`config.mk`:
```
export PLATFORM = sky130hd
export DESIGN_NAME = crc_clock_reset_ctrl
export DESIGN_NICKNAME = d
export VERILOG_FILES = /design/src/design/crc_pkg.sv /design/src/design/crc_tick_div.sv /design/src/design/crc_clock_reset_ctrl.sv
export VERILOG_INCLUDE_DIRS = /design/src /design/src/design
export SDC_FILE = /design/constraint.sdc
export NUM_CORES = 1
export LEC_CHECK = 0
export BUFFER_PORTS_ARGS = -buffer_cell sky130_fd_sc_hd__buf_4
export CAP_MARGIN = 20
export CORE_ASPECT_RATIO = 2
export CORE_MARGIN = 2
export CORE_UTILIZATION = 45
export CTS_CLUSTER_DIAMETER = 150
export DETAILED_ROUTE_END_ITERATION = 10
export GPL_ROUTABILITY_DRIVEN = 1
export HOLD_SLACK_MARGIN = 0.05
export MAX_ROUTING_LAYER = met4
export PLACE_DENSITY_LB_ADDON = 0.08
export SETUP_SLACK_MARGIN = 0.02
export SLEW_MARGIN = 40
export SYNTH_ARGS = -nofsm -noshare
export SYNTH_HDL_FRONTEND = slang
export SYNTH_SLANG_ARGS = --single-unit
```
`constraint.sdc`:
```
create_clock -name sys_clk -period 2.5 [get_ports sys_clk]
set_input_delay 0 -clock sys_clk [delete_from_list [all_inputs] [get_ports sys_clk]]
set_output_delay 0 -clock sys_clk [all_outputs]
set_load 0.005 [all_outputs]
```
`src/design/crc_defines.svh`:
```
// Purpose: Offsets, field positions, reset values and timing counts of the clock/reset control
// Assumes: Included by bare name; definitions only
// Notes:   Byte offsets within the slave's window
`ifndef CRC_DEFINES_SVH
`define CRC_DEFINES_SVH

`define CRC_ADDR_W          12
`define CRC_OFS_CTRL        12'h000
`define CRC_OFS_CFG         12'h004
`define CRC_OFS_CLKINT      12'h008
`define CRC_OFS_FAST_RST    12'h00c
`define CRC_OFS_SLOW_RST    12'h010
`define CRC_OFS_BUS_CLK     12'h014

`define CRC_CTRL_AUDIO      24
`define CRC_CTRL_EXT_RDY    17
`define CRC_CTRL_EXT_ON     16
`define CRC_CTRL_TRIM_MSB   15
`define CRC_CTRL_TRIM_LSB   8
`define CRC_CTRL_INT_RDY    1
`define CRC_CTRL_INT_ON     0

`define CRC_CFG_CLKOUT_LSB  25
`define CRC_CFG_INT_DIV     16
`define CRC_CFG_FAST_LSB    11
`define CRC_CFG_SLOW_LSB    8
`define CRC_CFG_SYS_LSB     4
`define CRC_CFG_STS         2
`define CRC_CFG_REQ         0

`define CRC_INT_CLR_LSB     16
`define CRC_INT_ON_LSB      8
`define CRC_INT_FLAG_LSB    0

`define CRC_CFG_MASK        32'h1e01_3f35
`define CRC_FAST_RST_MASK   32'h0000_560d
`define CRC_SLOW_RST_MASK   32'h1022_0812
`define CRC_BUS_CLK_MASK    32'h0000_5045
`define CRC_BUS_CLK_ONES    32'h0000_0010

`define CRC_RST_EXT_ON      1'b1
`define CRC_RST_INT_ON      1'b1
`define CRC_RST_TRIM        8'h0d
`define CRC_RST_BUS_CLK     32'h0000_0004

`define CRC_CLK_PERIOD_NS   8
`define CRC_EXT_DROP_NS     100
`define CRC_EXT_DROP_CYC    (`CRC_EXT_DROP_NS / `CRC_CLK_PERIOD_NS)
`define CRC_INT_DROP_TICKS  3'h6

`endif

```
`src/design/crc_pkg.sv`:
```
// Purpose: Types and shared decode for the clock/reset control
// Assumes: Nothing beyond the tool's SystemVerilog support
// Notes:   Constants live in crc_defines.svh
package crc_pkg;

    typedef enum logic [1:0] {
        CRC_BUS_IDLE,
        CRC_BUS_WRITE,
        CRC_BUS_READ
    } crc_bus_t;

    typedef struct packed {
        crc_bus_t    bus_st;
        logic [11:0] addr;
        logic        hreadyout;
        logic [31:0] hrdata;
        logic        hresp;
        logic        audio_on;
        logic        ext_on;
        logic        int_on;
        logic [7:0]  trim;
        logic        ext_rdy;
        logic        int_rdy;
        logic [2:0]  int_drop_cnt;
        logic [3:0]  clk_out_sel;
        logic        int_div_sel;
        logic [2:0]  fast_div;
        logic [2:0]  slow_div;
        logic [1:0]  sys_div;
        logic        sw_req;
        logic        sw_sts;
        logic [3:0]  irq_on;
        logic [3:0]  irq_flag;
        logic [3:0]  rdy_prev;
        logic [31:0] fast_rst;
        logic [31:0] slow_rst;
        logic [31:0] bus_clk;
    } crc_state_t;

    typedef struct packed {
        logic [3:0] cnt;
        logic       tick;
    } crc_div_state_t;

    // Peripheral bus codes 0xx pass through, 1xx divide by 2..16
    function automatic logic [2:0] crc_apb_shift(input logic [2:0] code);
        crc_apb_shift = code[2] ? ({1'b0, code[1:0]} + 3'h1) : 3'h0;
    endfunction : crc_apb_shift

endpackage : crc_pkg

```
`src/design/crc_tick_div.sv`:
```
// Purpose: Divides an enable pulse train by 2**shift
// Assumes: shift at most 4
// Notes:   A change of shift takes effect at the next wrap or at once if the count is past it
`timescale 1ns/1ps
`default_nettype none
module crc_tick_div
    import crc_pkg::*;
(
    input  wire logic       sys_clk,
    input  wire logic       rst_n,
    input  wire logic       tick_in,
    input  wire logic [2:0] shift,
    output logic            tick_out
);
    crc_div_state_t st_reg;
    crc_div_state_t st_next;
    logic [4:0]     limit;

    always_comb begin
        st_next = st_reg;
        st_next.tick = 1'b0;
        limit = (5'h1 << shift) - 5'h1;
        if (tick_in) begin
            if ({1'b0, st_reg.cnt} >= limit) begin
                st_next.cnt = 4'h0;
                st_next.tick = 1'b1;
            end else begin
                st_next.cnt = st_reg.cnt + 4'h1;
            end
        end
    end

    always_ff @(posedge sys_clk or negedge rst_n) begin
        if (!rst_n) begin
            st_reg <= '0;
        end else begin
            st_reg <= st_next;
        end
    end

    assign tick_out = st_reg.tick;

endmodule : crc_tick_div
`default_nettype wire

```
`src/design/crc_clock_reset_ctrl.sv`:
```
// Purpose: Register-controlled part of the clock and reset unit, AHB-Lite slave
// Assumes: Oscillator status and power-mode events are synchronous to sys_clk
// Notes:   Reads take one wait state, writes none
//
// Added by the designer: the AHB-Lite interface to the registers.
`timescale 1ns/1ps
`default_nettype none
`include "crc_defines.svh"
//
// Function
// - Enable bits turn audio PLL, oscillators on
// - External ready set when stable, drops fast
// - Internal ready clears six oscillator ticks later
// - Sleep clears external enable, wake restores
// - Sleep clears internal enable, wake restores
// - Active system clock source cannot be disabled by a register write
// - Eight-bit internal oscillator trim value
// - Four-bit clock output source select
// - Internal divider select writable only when off
// - Fast peripheral bus prescaler divides AHB
// - Slow peripheral bus prescaler divides AHB
// - AHB prescaler divides system clock
// - Software requests system clock source
// - Status shows source actually clocking system
// - Four ready interrupt enable bits
// - Ready flag set on enabled ready, sticky
// - Writing one to clear bit clears flag
// - Fast bus peripheral reset hold bits
// - Slow bus peripheral reset hold bits
// - Source switch waits for target ready
module crc_clock_reset_ctrl
    import crc_pkg::*;
(
    input  wire logic        sys_clk,
    input  wire logic        rst_n,
    input  wire logic        hsel,
    input  wire logic [31:0] haddr,
    input  wire logic [1:0]  htrans,
    input  wire logic        hwrite,
    input  wire logic [2:0]  hsize,
    input  wire logic [31:0] hwdata,
    input  wire logic        hready,
    output logic             hreadyout,
    output logic [31:0]      hrdata,
    output logic             hresp,
    input  wire logic        ext_fast_osc_stable,
    input  wire logic        int_fast_osc_stable,
    input  wire logic        int_fast_osc_tick,
    input  wire logic        ext_slow_osc_ready,
    input  wire logic        int_slow_osc_ready,
    input  wire logic        sleep_entry,
    input  wire logic        pd_entry,
    input  wire logic        sleep_exit,
    output logic             audio_pll_on,
    output logic             ext_fast_osc_on,
    output logic             int_fast_osc_on,
    output logic             ext_fast_osc_ready,
    output logic             int_fast_osc_ready,
    output logic [7:0]       int_fast_trim,
    output logic             int_fast_divider_select,
    output logic [3:0]       clock_out_select,
    output logic             system_clock_source_status,
    output logic             system_bus_clk_en,
    output logic             fast_periph_bus_clk_en,
    output logic             slow_periph_bus_clk_en,
    output logic [3:0]       ready_irq_flags,
    output logic [31:0]      fast_bus_hold,
    output logic [31:0]      slow_bus_hold,
    output logic [31:0]      bus_clk_enable
);
    localparam int EXT_DROP = `CRC_EXT_DROP_CYC;

    crc_state_t st_reg;
    crc_state_t st_next;
    logic       taken;
    logic       wr_now;
    logic [3:0] irq_clr;
    logic [3:0] rdy_now;
    logic [2:0] sys_shift;
    logic       ahb_tick;

    // The size is ignored: only whole-word transfers reach this slave
    assign taken   = hsel && htrans[1] && hready;
    assign wr_now  = (st_reg.bus_st == CRC_BUS_WRITE);
    assign irq_clr = (wr_now && st_reg.addr == `CRC_OFS_CLKINT) ?
                     hwdata[`CRC_INT_CLR_LSB +: 4] : 4'h0;
    assign rdy_now = {st_reg.ext_rdy, st_reg.int_rdy, ext_slow_osc_ready, int_slow_osc_ready};
    assign sys_shift = {1'b0, st_reg.sys_div[1] & st_reg.sys_div[0],
                        st_reg.sys_div[1] & ~st_reg.sys_div[0]};

    function automatic logic [31:0] read_word(input crc_state_t s);
        read_word = 32'h0;
        unique case (s.addr)
            `CRC_OFS_CTRL: begin
                read_word[`CRC_CTRL_AUDIO]   = s.audio_on;
                read_word[`CRC_CTRL_EXT_RDY] = s.ext_rdy;
                read_word[`CRC_CTRL_EXT_ON]  = s.ext_on;
                read_word[`CRC_CTRL_TRIM_MSB] = s.trim[7];
                read_word[`CRC_CTRL_TRIM_LSB +: 7] = s.trim[6:0];
                read_word[`CRC_CTRL_INT_RDY] = s.int_rdy;
                read_word[`CRC_CTRL_INT_ON]  = s.int_on;
            end
            `CRC_OFS_CFG: begin
                read_word[`CRC_CFG_CLKOUT_LSB +: 4] = s.clk_out_sel;
                read_word[`CRC_CFG_INT_DIV]      = s.int_div_sel;
                read_word[`CRC_CFG_FAST_LSB +: 3] = s.fast_div;
                read_word[`CRC_CFG_SLOW_LSB +: 3] = s.slow_div;
                read_word[`CRC_CFG_SYS_LSB +: 2]  = s.sys_div;
                read_word[`CRC_CFG_STS]          = s.sw_sts;
                read_word[`CRC_CFG_REQ]          = s.sw_req;
            end
            `CRC_OFS_CLKINT: begin
                read_word[`CRC_INT_ON_LSB +: 4]   = s.irq_on;
                read_word[`CRC_INT_FLAG_LSB +: 4] = s.irq_flag;
            end
            `CRC_OFS_FAST_RST: read_word = s.fast_rst;
            `CRC_OFS_SLOW_RST: read_word = s.slow_rst;
            `CRC_OFS_BUS_CLK:  read_word = s.bus_clk | `CRC_BUS_CLK_ONES;
            default:           read_word = 32'h0;
        endcase
    endfunction : read_word

    always_comb begin
        st_next = st_reg;
        st_next.hresp = 1'b0;

        // Register writes land in the data phase, with no wait state
        if (wr_now) begin
            unique case (st_reg.addr)
                `CRC_OFS_CTRL: begin
                    st_next.audio_on = hwdata[`CRC_CTRL_AUDIO];
                    st_next.ext_on = hwdata[`CRC_CTRL_EXT_ON] |
                                     (st_reg.sw_sts & st_reg.ext_on);
                    st_next.int_on = hwdata[`CRC_CTRL_INT_ON] |
                                     (~st_reg.sw_sts & st_reg.int_on);
                    st_next.trim = {hwdata[`CRC_CTRL_TRIM_MSB],
                                    hwdata[`CRC_CTRL_TRIM_LSB +: 7]};
                end
                `CRC_OFS_CFG: begin
                    st_next.clk_out_sel = hwdata[`CRC_CFG_CLKOUT_LSB +: 4];
                    if (!st_reg.int_on) begin
                        st_next.int_div_sel = hwdata[`CRC_CFG_INT_DIV];
                    end
                    st_next.fast_div = hwdata[`CRC_CFG_FAST_LSB +: 3];
                    st_next.slow_div = hwdata[`CRC_CFG_SLOW_LSB +: 3];
                    st_next.sys_div  = hwdata[`CRC_CFG_SYS_LSB +: 2];
                    st_next.sw_req   = hwdata[`CRC_CFG_REQ];
                end
                `CRC_OFS_CLKINT: begin
                    st_next.irq_on = hwdata[`CRC_INT_ON_LSB +: 4];
                end
                `CRC_OFS_FAST_RST: st_next.fast_rst = hwdata & `CRC_FAST_RST_MASK;
                `CRC_OFS_SLOW_RST: st_next.slow_rst = hwdata & `CRC_SLOW_RST_MASK;
                `CRC_OFS_BUS_CLK:  st_next.bus_clk = hwdata & `CRC_BUS_CLK_MASK;
                default: begin
                end
            endcase
        end

        // Power-mode events outrank software, so a write in the same cycle loses
        if (sleep_entry || pd_entry) begin
            st_next.ext_on = 1'b0;
            st_next.int_on = 1'b0;
        end else if (sleep_exit) begin
            st_next.ext_on = 1'b1;
            st_next.int_on = 1'b1;
        end

        // External ready follows the stored enable, so it drops one cycle after the clear
        st_next.ext_rdy = st_reg.ext_on & ext_fast_osc_stable;
        if (st_reg.int_on) begin
            st_next.int_rdy = int_fast_osc_stable;
            st_next.int_drop_cnt = 3'h0;
        end else if (st_reg.int_rdy && int_fast_osc_tick) begin
            if (st_reg.int_drop_cnt == `CRC_INT_DROP_TICKS - 3'h1) begin
                st_next.int_rdy = 1'b0;
                st_next.int_drop_cnt = 3'h0;
            end else begin
                st_next.int_drop_cnt = st_reg.int_drop_cnt + 3'h1;
            end
        end

        // Switch only once the target reports ready; otherwise keep waiting
        if (st_reg.sw_req != st_reg.sw_sts) begin
            if (st_reg.sw_req ? st_reg.ext_rdy : st_reg.int_rdy) begin
                st_next.sw_sts = st_reg.sw_req;
            end
        end

        // A ready edge in the clear cycle still sets the flag
        st_next.rdy_prev = rdy_now;
        st_next.irq_flag = (st_reg.irq_flag & ~irq_clr) |
                           (st_reg.irq_on & rdy_now & ~st_reg.rdy_prev);

        // Bus slave: new address phases accepted while ready is high
        unique case (st_reg.bus_st)
            CRC_BUS_READ: begin
                st_next.hrdata = read_word(st_reg);
                st_next.hreadyout = 1'b1;
                st_next.bus_st = CRC_BUS_IDLE;
            end
            CRC_BUS_IDLE, CRC_BUS_WRITE: begin
                st_next.bus_st = CRC_BUS_IDLE;
                if (taken) begin
                    st_next.addr = haddr[`CRC_ADDR_W-1:0];
                    if (haddr[31:`CRC_ADDR_W] != '0) begin
                        st_next.addr = 12'hfff;
                    end
                    st_next.bus_st = hwrite ? CRC_BUS_WRITE : CRC_BUS_READ;
                    st_next.hreadyout = hwrite;
                end
            end
            default: begin
                st_next.bus_st = CRC_BUS_IDLE;
                st_next.hreadyout = 1'b1;
            end
        endcase
    end

    always_ff @(posedge sys_clk or negedge rst_n) begin
        if (!rst_n) begin
            st_reg <= '0;
            st_reg.bus_st <= CRC_BUS_IDLE;
            st_reg.hreadyout <= 1'b1;
            st_reg.ext_on <= `CRC_RST_EXT_ON;
            st_reg.int_on <= `CRC_RST_INT_ON;
            st_reg.trim <= `CRC_RST_TRIM;
            st_reg.bus_clk <= `CRC_RST_BUS_CLK;
        end else begin
            st_reg <= st_next;
        end
    end

    crc_tick_div u_sys_div (
        .sys_clk  (sys_clk),
        .rst_n    (rst_n),
        .tick_in  (1'b1),
        .shift    (sys_shift),
        .tick_out (ahb_tick)
    );

    crc_tick_div u_fast_div (
        .sys_clk  (sys_clk),
        .rst_n    (rst_n),
        .tick_in  (ahb_tick),
        .shift    (crc_apb_shift(st_reg.fast_div)),
        .tick_out (fast_periph_bus_clk_en)
    );

    crc_tick_div u_slow_div (
        .sys_clk  (sys_clk),
        .rst_n    (rst_n),
        .tick_in  (ahb_tick),
        .shift    (crc_apb_shift(st_reg.slow_div)),
        .tick_out (slow_periph_bus_clk_en)
    );

    assign system_bus_clk_en       = ahb_tick;
    assign hreadyout               = st_reg.hreadyout;
    assign hrdata                  = st_reg.hrdata;
    assign hresp                   = st_reg.hresp;
    assign audio_pll_on            = st_reg.audio_on;
    assign ext_fast_osc_on         = st_reg.ext_on;
    assign int_fast_osc_on         = st_reg.int_on;
    assign ext_fast_osc_ready      = st_reg.ext_rdy;
    assign int_fast_osc_ready      = st_reg.int_rdy;
    assign int_fast_trim           = st_reg.trim;
    assign int_fast_divider_select = st_reg.int_div_sel;
    assign clock_out_select        = st_reg.clk_out_sel;
    assign system_clock_source_status    = st_reg.sw_sts;
    assign ready_irq_flags         = st_reg.irq_flag;
    assign fast_bus_hold           = st_reg.fast_rst;
    assign slow_bus_hold           = st_reg.slow_rst;
    assign bus_clk_enable          = st_reg.bus_clk | `CRC_BUS_CLK_ONES;
endmodule : crc_clock_reset_ctrl
`default_nettype wire

```
* Yosys cells after proc, flatten, opt, wreduce, memory -nomap -nowiden
Index checks and enable logic that the tools add are counted.
** Operators by class
- Add/sub/neg operators :: 9
- Order comparisons :: 3
- Equality and inequality tests :: 10
- Shifts and indexed selects :: 3
- Muxes and demuxes :: 39
- Bitwise operators :: 16
- Reductions and logical operators :: 24
** Operator list (number)
- two-way mux 4 bit :: 7
- == test 12 x 4 -> 1 bit, second input constant :: 2
- == test 12 x 5 -> 1 bit, second input constant :: 2
- two-way mux 10 bit :: 2
- one-hot mux 4 bit (5 select lines) :: 1
- AND reduction 2 bit :: 10
- nonzero test 20 bit :: 1
- greater-or-equal comparator 4 x 5 -> 1 bit :: 3
- two-way mux 15 bit :: 1
- subtractor 5 x 1 -> 5 bit, second input constant :: 3
- adder 4 x 1 -> 4 bit, second input constant :: 3
- bitwise AND 4 bit :: 3
- == test 12 x 3 -> 1 bit, second input constant :: 1
- logical NOT 12 bit :: 1
- two-way mux 12 bit :: 1
- one-hot mux 2 bit (3 select lines) :: 2
- two-way mux 1 bit :: 10
- left shift 1 x 3 -> 5 bit, first input constant :: 2
- two-way mux 3 bit :: 3
- two-way mux 2 bit :: 4
- inverter 4 bit :: 2
- one-hot mux 2 bit (4 select lines) :: 1
- one-hot mux 4 bit (2 select lines) :: 1
- adder 2 x 1 -> 3 bit, second input constant :: 2
- other kinds (22) :: 36
** Word-level totals
- Flip-flop bits (word level) :: 120
- Output and inout port bits :: 156
- Logic and storage cells :: 134

* Logic depth before layout (Yosys ltp)
- Word-level depth :: 7
- Gate-level depth with buffers :: 10

* Modules after synthesis
A second synthesis with hierarchy kept.
** Second synthesis, totals
- Cells, all modules :: 611
- Area total of the unflattened synthesis :: 6647.6 µm²
** By module, submodules not included
- crc_clock_reset_ctrl :: instances 1, cells an instance 494, area an instance 5489.0 µm², sequential area each 2486.1 µm²
- crc_tick_div at u_fast_div ... :: instances 2, cells an instance 39, area an instance 385.4 µm², sequential area each 125.1 µm²
- crc_tick_div at u_sys_div :: instances 1, cells an instance 39, area an instance 387.9 µm², sequential area each 125.1 µm²

* Worst setup path before layout
No wires, ideal clock.
- Path kind :: register to register
- Start point :: register st_reg[112] (netlist name)
- End point :: register u_slow_div.st_reg[1] (netlist name)
- Library setup time :: 0.145 ns
- Arrival time :: 2.349 ns
- Required time :: 2.355 ns
- Path slack :: 0.006 ns
- Cell stages (with the launch flop) :: 11
- Clock period less this slack :: 2.494 ns
- Path through :: dfrtp_1 ha_1 nor2_1 a21boi_0 ha_1 xor2_1 ha_1 o21a_1 a21oi_1 a221oi_1 o21ai_0
** Between the ends
- Word-level cells in the longest chain between the ends :: 6
** RTL lines
- start: declaration :: RTL line crc_clock_reset_ctrl.sv:73 : crc_state_t st_reg;
- start signal: assignment :: RTL line crc_clock_reset_ctrl.sv:230 : st_reg <= st_next;
- adder 2 x 1 -> 3 bit :: RTL line crc_pkg.sv:47 : crc_apb_shift = code[2] ? ({1'b0, code[1:0]} + 3'h1) : 3'h0;
- two-way mux 3 bit :: RTL line crc_pkg.sv:47
- left shift 1 x 3 -> 5 bit :: RTL line crc_tick_div.sv:22 : limit = (5'h1 << shift) - 5'h1;
- subtractor 5 x 1 -> 5 bit :: RTL line crc_tick_div.sv:22
- greater-or-equal comparator 4 x 5 -> 1 bit :: RTL line crc_tick_div.sv:24 : if ({1'b0, st_reg.cnt} >= limit) begin
- two-way mux 4 bit :: RTL line crc_tick_div.sv:24
- end signal: assignment :: RTL line crc_tick_div.sv:37 : st_reg <= st_next;
- end: declaration :: RTL line crc_tick_div.sv:15 : crc_div_state_t st_reg;
Every way passes these cells.
A chain may end at the register's enable or synchronous reset.

* Worst setup path in the final report
- Start point :: register st_reg[182] (netlist name)
- End point :: register st_reg (netlist bit int_fast_osc_on)
** Between the ends
- Word-level cells in the longest chain between the ends :: 3
** RTL lines
- logical NOT 12 bit :: RTL line crc_clock_reset_ctrl.sv:129 : unique case (st_reg.addr)
- nonzero test 3 bit (no source line)
- AND reduction 2 bit (no source line)
Every way passes these cells.

==> flow_summary_export.csv <==
group,metric,value,unit
cells_and_area,area_growth,27.8,%
detailed_routing,firstDrtPassIters,6,
synth,syn-cell-area,6470,sq um
timing,fin_skew,7.08,ps
setup_path,critPathRequiredTime,2830,ps
run,drv_cap,0,
synth,ys_top_cells_by_area,"dfrtp_1 41%, buf_4 17%, mux2_2 7.0%, ha_1 3.5%, nand2_1 3.2%",
synth,yosysTopAreaCell,"dfrtp_1",
clocking,clock-sinks,114,
cells_and_area,final_util,0.582,
cells_and_area,fillers,1272,
setup_path,criticalPathCategory,"reg2reg",
setup_path,cp-end-kind,"flop",
timing,worst_pin_slew,790,ps
cells_and_area,fin_nets,865,
timing,drv_slew,0,
timing,period_share,0.940,
clocking,insertion_delay,410,ps
timing,layout_min_cycle_time,2350,ps
setup_path,reg2reg_depth,6,
placed_design,portBuffers,138,
setup_path,max_stage_delay,550,ps
worst_hold_path,hp-class,"in2async",
detailed_routing,drt_wl_total,15000,um
setup_path,cp_max_fo,12,
clocking,clock_path_buffers,2,
timing,hold_violations,0,
cells_and_area,drive_gt1_frac,0.339,
detailed_routing,vias_per_cell,4.76,
timing,max_slew_margin,0.473,
global_routing,overflow,0,
clocking,cts-root-buf,"clkbuf_16",
cells_and_area,final_cell_mix,"156 x buf_4, 107 x dfrtp_1, 89 x conb_1",
power,swShare,0.231,
timing,setup_viol,0,
cells_and_area,seqCellArea,2860,sq um
power,p_seq_frac,0.398,
clocking,numCtsBuffers,17,
cells_and_area,diodes,0,
floorplanning,initial_core_util,0.455,
floorplanning,ios,238,
synth,postSynth.asyncResetShare,1.00,
setup_path,r2r-end,"int_fast_osc_on$_DFFE_PN1P_",
floorplanning,placementRows,62,
placed_design,gp_congestion,0.831,
synth,syn_inst,613,
floorplanning,die_width,88.8,um
cells_and_area,stdcell_count,970,
run_status,run_status,"finished clean",
floorplanning,fp.coreArea,14200,sq um
setup_path,start_kind,"flop",
detailed_routing,wl_per_cell,15.5,um
cells_and_area,largest_reg_flops,34,
synth,synth_edf_count,0,
setup_path,r2r_slack,150,ps
timing,fmaxAchievable,426,MHz
floorplanning,die_h,174,um
global_routing,grt_start_max_net_pins,46,
placed_design,dp.cells,883,
global_routing,antenna_found_initial,0,
power,combPwrFrac,0.102,
synth,ys_ff_latch,114,
power,ir_drop,0.525,mV
global_routing,grt_pass1_wl,23500,um
synth,yosys_warnings,0,
synth,yosysTopAreaCellShare,0.414,
cells_and_area,multiInputGateArea,2750,sq um
timing,timing.hold.ws,158,ps
power,p_clk_frac,0.501,
detailed_routing,vias,4617,
clocking,cts_tree,"built",
setup_path,cp_data_arrival_time,2680,ps
synth,synth_ff_type,"dfrtp_1",
placed_design,hpwlAfterDp,10900,um
detailed_routing,dr.first_iter.drc_count,243,
detailed_routing,drc,0,
power,powerDensity,632,nW/um^2
global_routing,grt_use_total,0.205,
synth,ys_types,63,
synth,avgSynthCellArea,10.5,sq um
clocking,clk_pin_slew_worst_paths,50,ps
power,intPower,4.02,mW
cells_and_area,final_common_cell,"buf_4",
detailed_routing,ant_nets,0,
setup_path,cp_slowest_cell,"dlygate4sd3_1",
timing,rsz0062_at_grt,"true",
global_routing,grt_pass1_vias,4513,
clocking,htreeDepth,4,
power,power_switching,1.21,mW
floorplanning,die-area,15400,sq um
setup_path,r2r_start,"st_reg[182]$_DFFE_PN0P_",
synth,yosysSeqAreaShare,0.443,
power,leakagePower,4.07,nW
setup_path,cp_cell_sequence,"nor4_4 -> and4_2 -> and3_4 -> a21boi_1 -> o21a_1 -> dlygate4sd3_1",
-- metal layers --
metal | vias to the layer above | GRT usage | part of all wire
met2 | 141 | 0.331 | 0.53
met4 | 0 | 0.0657 | 0.018
met1 | 2252 | 0.254 | 0.40
met3 | 17 | 0.0443 | 0.049
li1 | 2207 | - | -
met5 | - | - | 0
-- repair_timing --
action	in CTS	in global routing
hold buffers	53	0
pin swaps	0	2
hold endpoints to repair	114	0
setup endpoints to repair	5	12
setup buffers	0	2
resized for setup	1	11
-- metrics by stage --
step	worst slack (ps)	area [sq um]	power [mW]	TNS (ps)
global route	-27.9	8260	5.45	-55.0
finish	150	8260	5.23	0
detailed placement	-137	7030	2.57	-559
CTS	82.4	8210	5.28	0
floorplan	127	6800	2.42	0
global placement	-60.8	7030	2.56	-169
-- how the worst max path moves through the flow --
stage	from	to	slack (ps)	cells after the start
floorplan	st_reg[112]$_DFFE_PN0P_	u_slow_div.st_reg[1]$_DFFE_PN0P_	130	10
global placement	st_reg[115]$_DFFE_PN0P_	u_fast_div.st_reg[1]$_DFFE_PN0P_	-60	10
detailed placement	st_reg[115]$_DFFE_PN0P_	u_fast_div.st_reg[1]$_DFFE_PN0P_	-140	10
CTS	st_reg[115]$_DFFE_PN0P_	u_fast_div.st_reg[2]$_DFFE_PN0P_	80	10
global route	st_reg[115]$_DFFE_PN0P_	u_fast_div.tick_out$_DFF_PN0_	-30	10
finish	st_reg[182]$_DFFE_PN0P_	int_fast_osc_on$_DFFE_PN1P_	150	6
-- power groups by stage --
| stage | combinational [mW] | sequential, mW | clock [mW] |
|---|---|---|---|
| after floorplan | 0.369 | 2.06 | 0 |
| after global placement | 0.454 | 2.11 | 0 |
| after detailed placement | 0.463 | 2.11 | 0 |
| after CTS | 0.533 | 2.08 | 2.66 |
| after global routing | 0.600 | 2.10 | 2.75 |
| final | 0.531 | 2.08 | 2.62 |
-- final cells by class --
class / count / area share
Multi-Input combinational cell: 412 / 0.332
Sequential cell: 114 / 0.346
Clock buffer: 18 / 0.0519
Inverter: 9 / 0.00409
Tap cell: 192 / 0.0291
Timing Repair Buffer: 211 / 0.211
Clock inverter: 14 / 0.0257
-- cells in the mapped netlist, types with 2 or more instances --
| cell | instances |
|---|---|
| a211o_1 | 3 |
| a21boi_0 | 2 |
| a21boi_1 | 2 |
| a21o_1 | 5 |
| a21oi_1 | 17 |
| a221oi_1 | 3 |
| a222oi_1 | 2 |
| a22oi_1 | 3 |
| a31oi_1 | 4 |
| a32oi_1 | 2 |
| and2_1 | 5 |
| and3_1 | 4 |
| and4_1 | 2 |
| buf_1 | 2 |
| buf_4 | 148 |
| buf_6 | 2 |
| clkbuf_1 | 11 |
| conb_1 | 2 |
| dfrtp_1 | 107 |
| dfstp_2 | 7 |
| ha_1 | 18 |
| inv_1 | 9 |
| mux2_2 | 40 |
| mux2_4 | 6 |
| mux2i_1 | 8 |
| nand2_1 | 55 |
| nand2b_1 | 11 |
| nand3_1 | 23 |
| nand4b_1 | 3 |
| nor2_1 | 21 |
| nor2b_1 | 4 |
| nor3_1 | 4 |
| nor4_1 | 8 |
| nor4_4 | 3 |
| o21a_1 | 5 |
| o21ai_0 | 19 |
| o22a_1 | 11 |
| o22ai_1 | 2 |
| o2bb2ai_1 | 4 |
| xor2_1 | 3 |
-- kinds of logic (layout without fill, tap and decap cells) --
logic type	after synthesis	after routing	synth area share
AND/OR/NAND/NOR	156	156	0.132
other	2	89	0.00116
flip-flops	114	114	0.443
AO/OA/AOI/OAI	91	91	0.0969
adder cells (fa/ha/maj)	18	18	0.0348
buffers and inverters	174	252	0.191
multiplexers	54	54	0.0960
XOR/XNOR	4	4	0.00542
-- critical path, delay by kind of cell, from the launching register on --
| kind | cells | cell delay [ps] |
|---|---|---|
| buffers and inverters | 1 | 550 |
| AO/OA/AOI/OAI | 2 | 270 |
| AND/OR/NAND/NOR | 3 | 1050 |
| flip-flops | 1 | 400 |
Note: power is estimated with default switching activity, not from simulation.
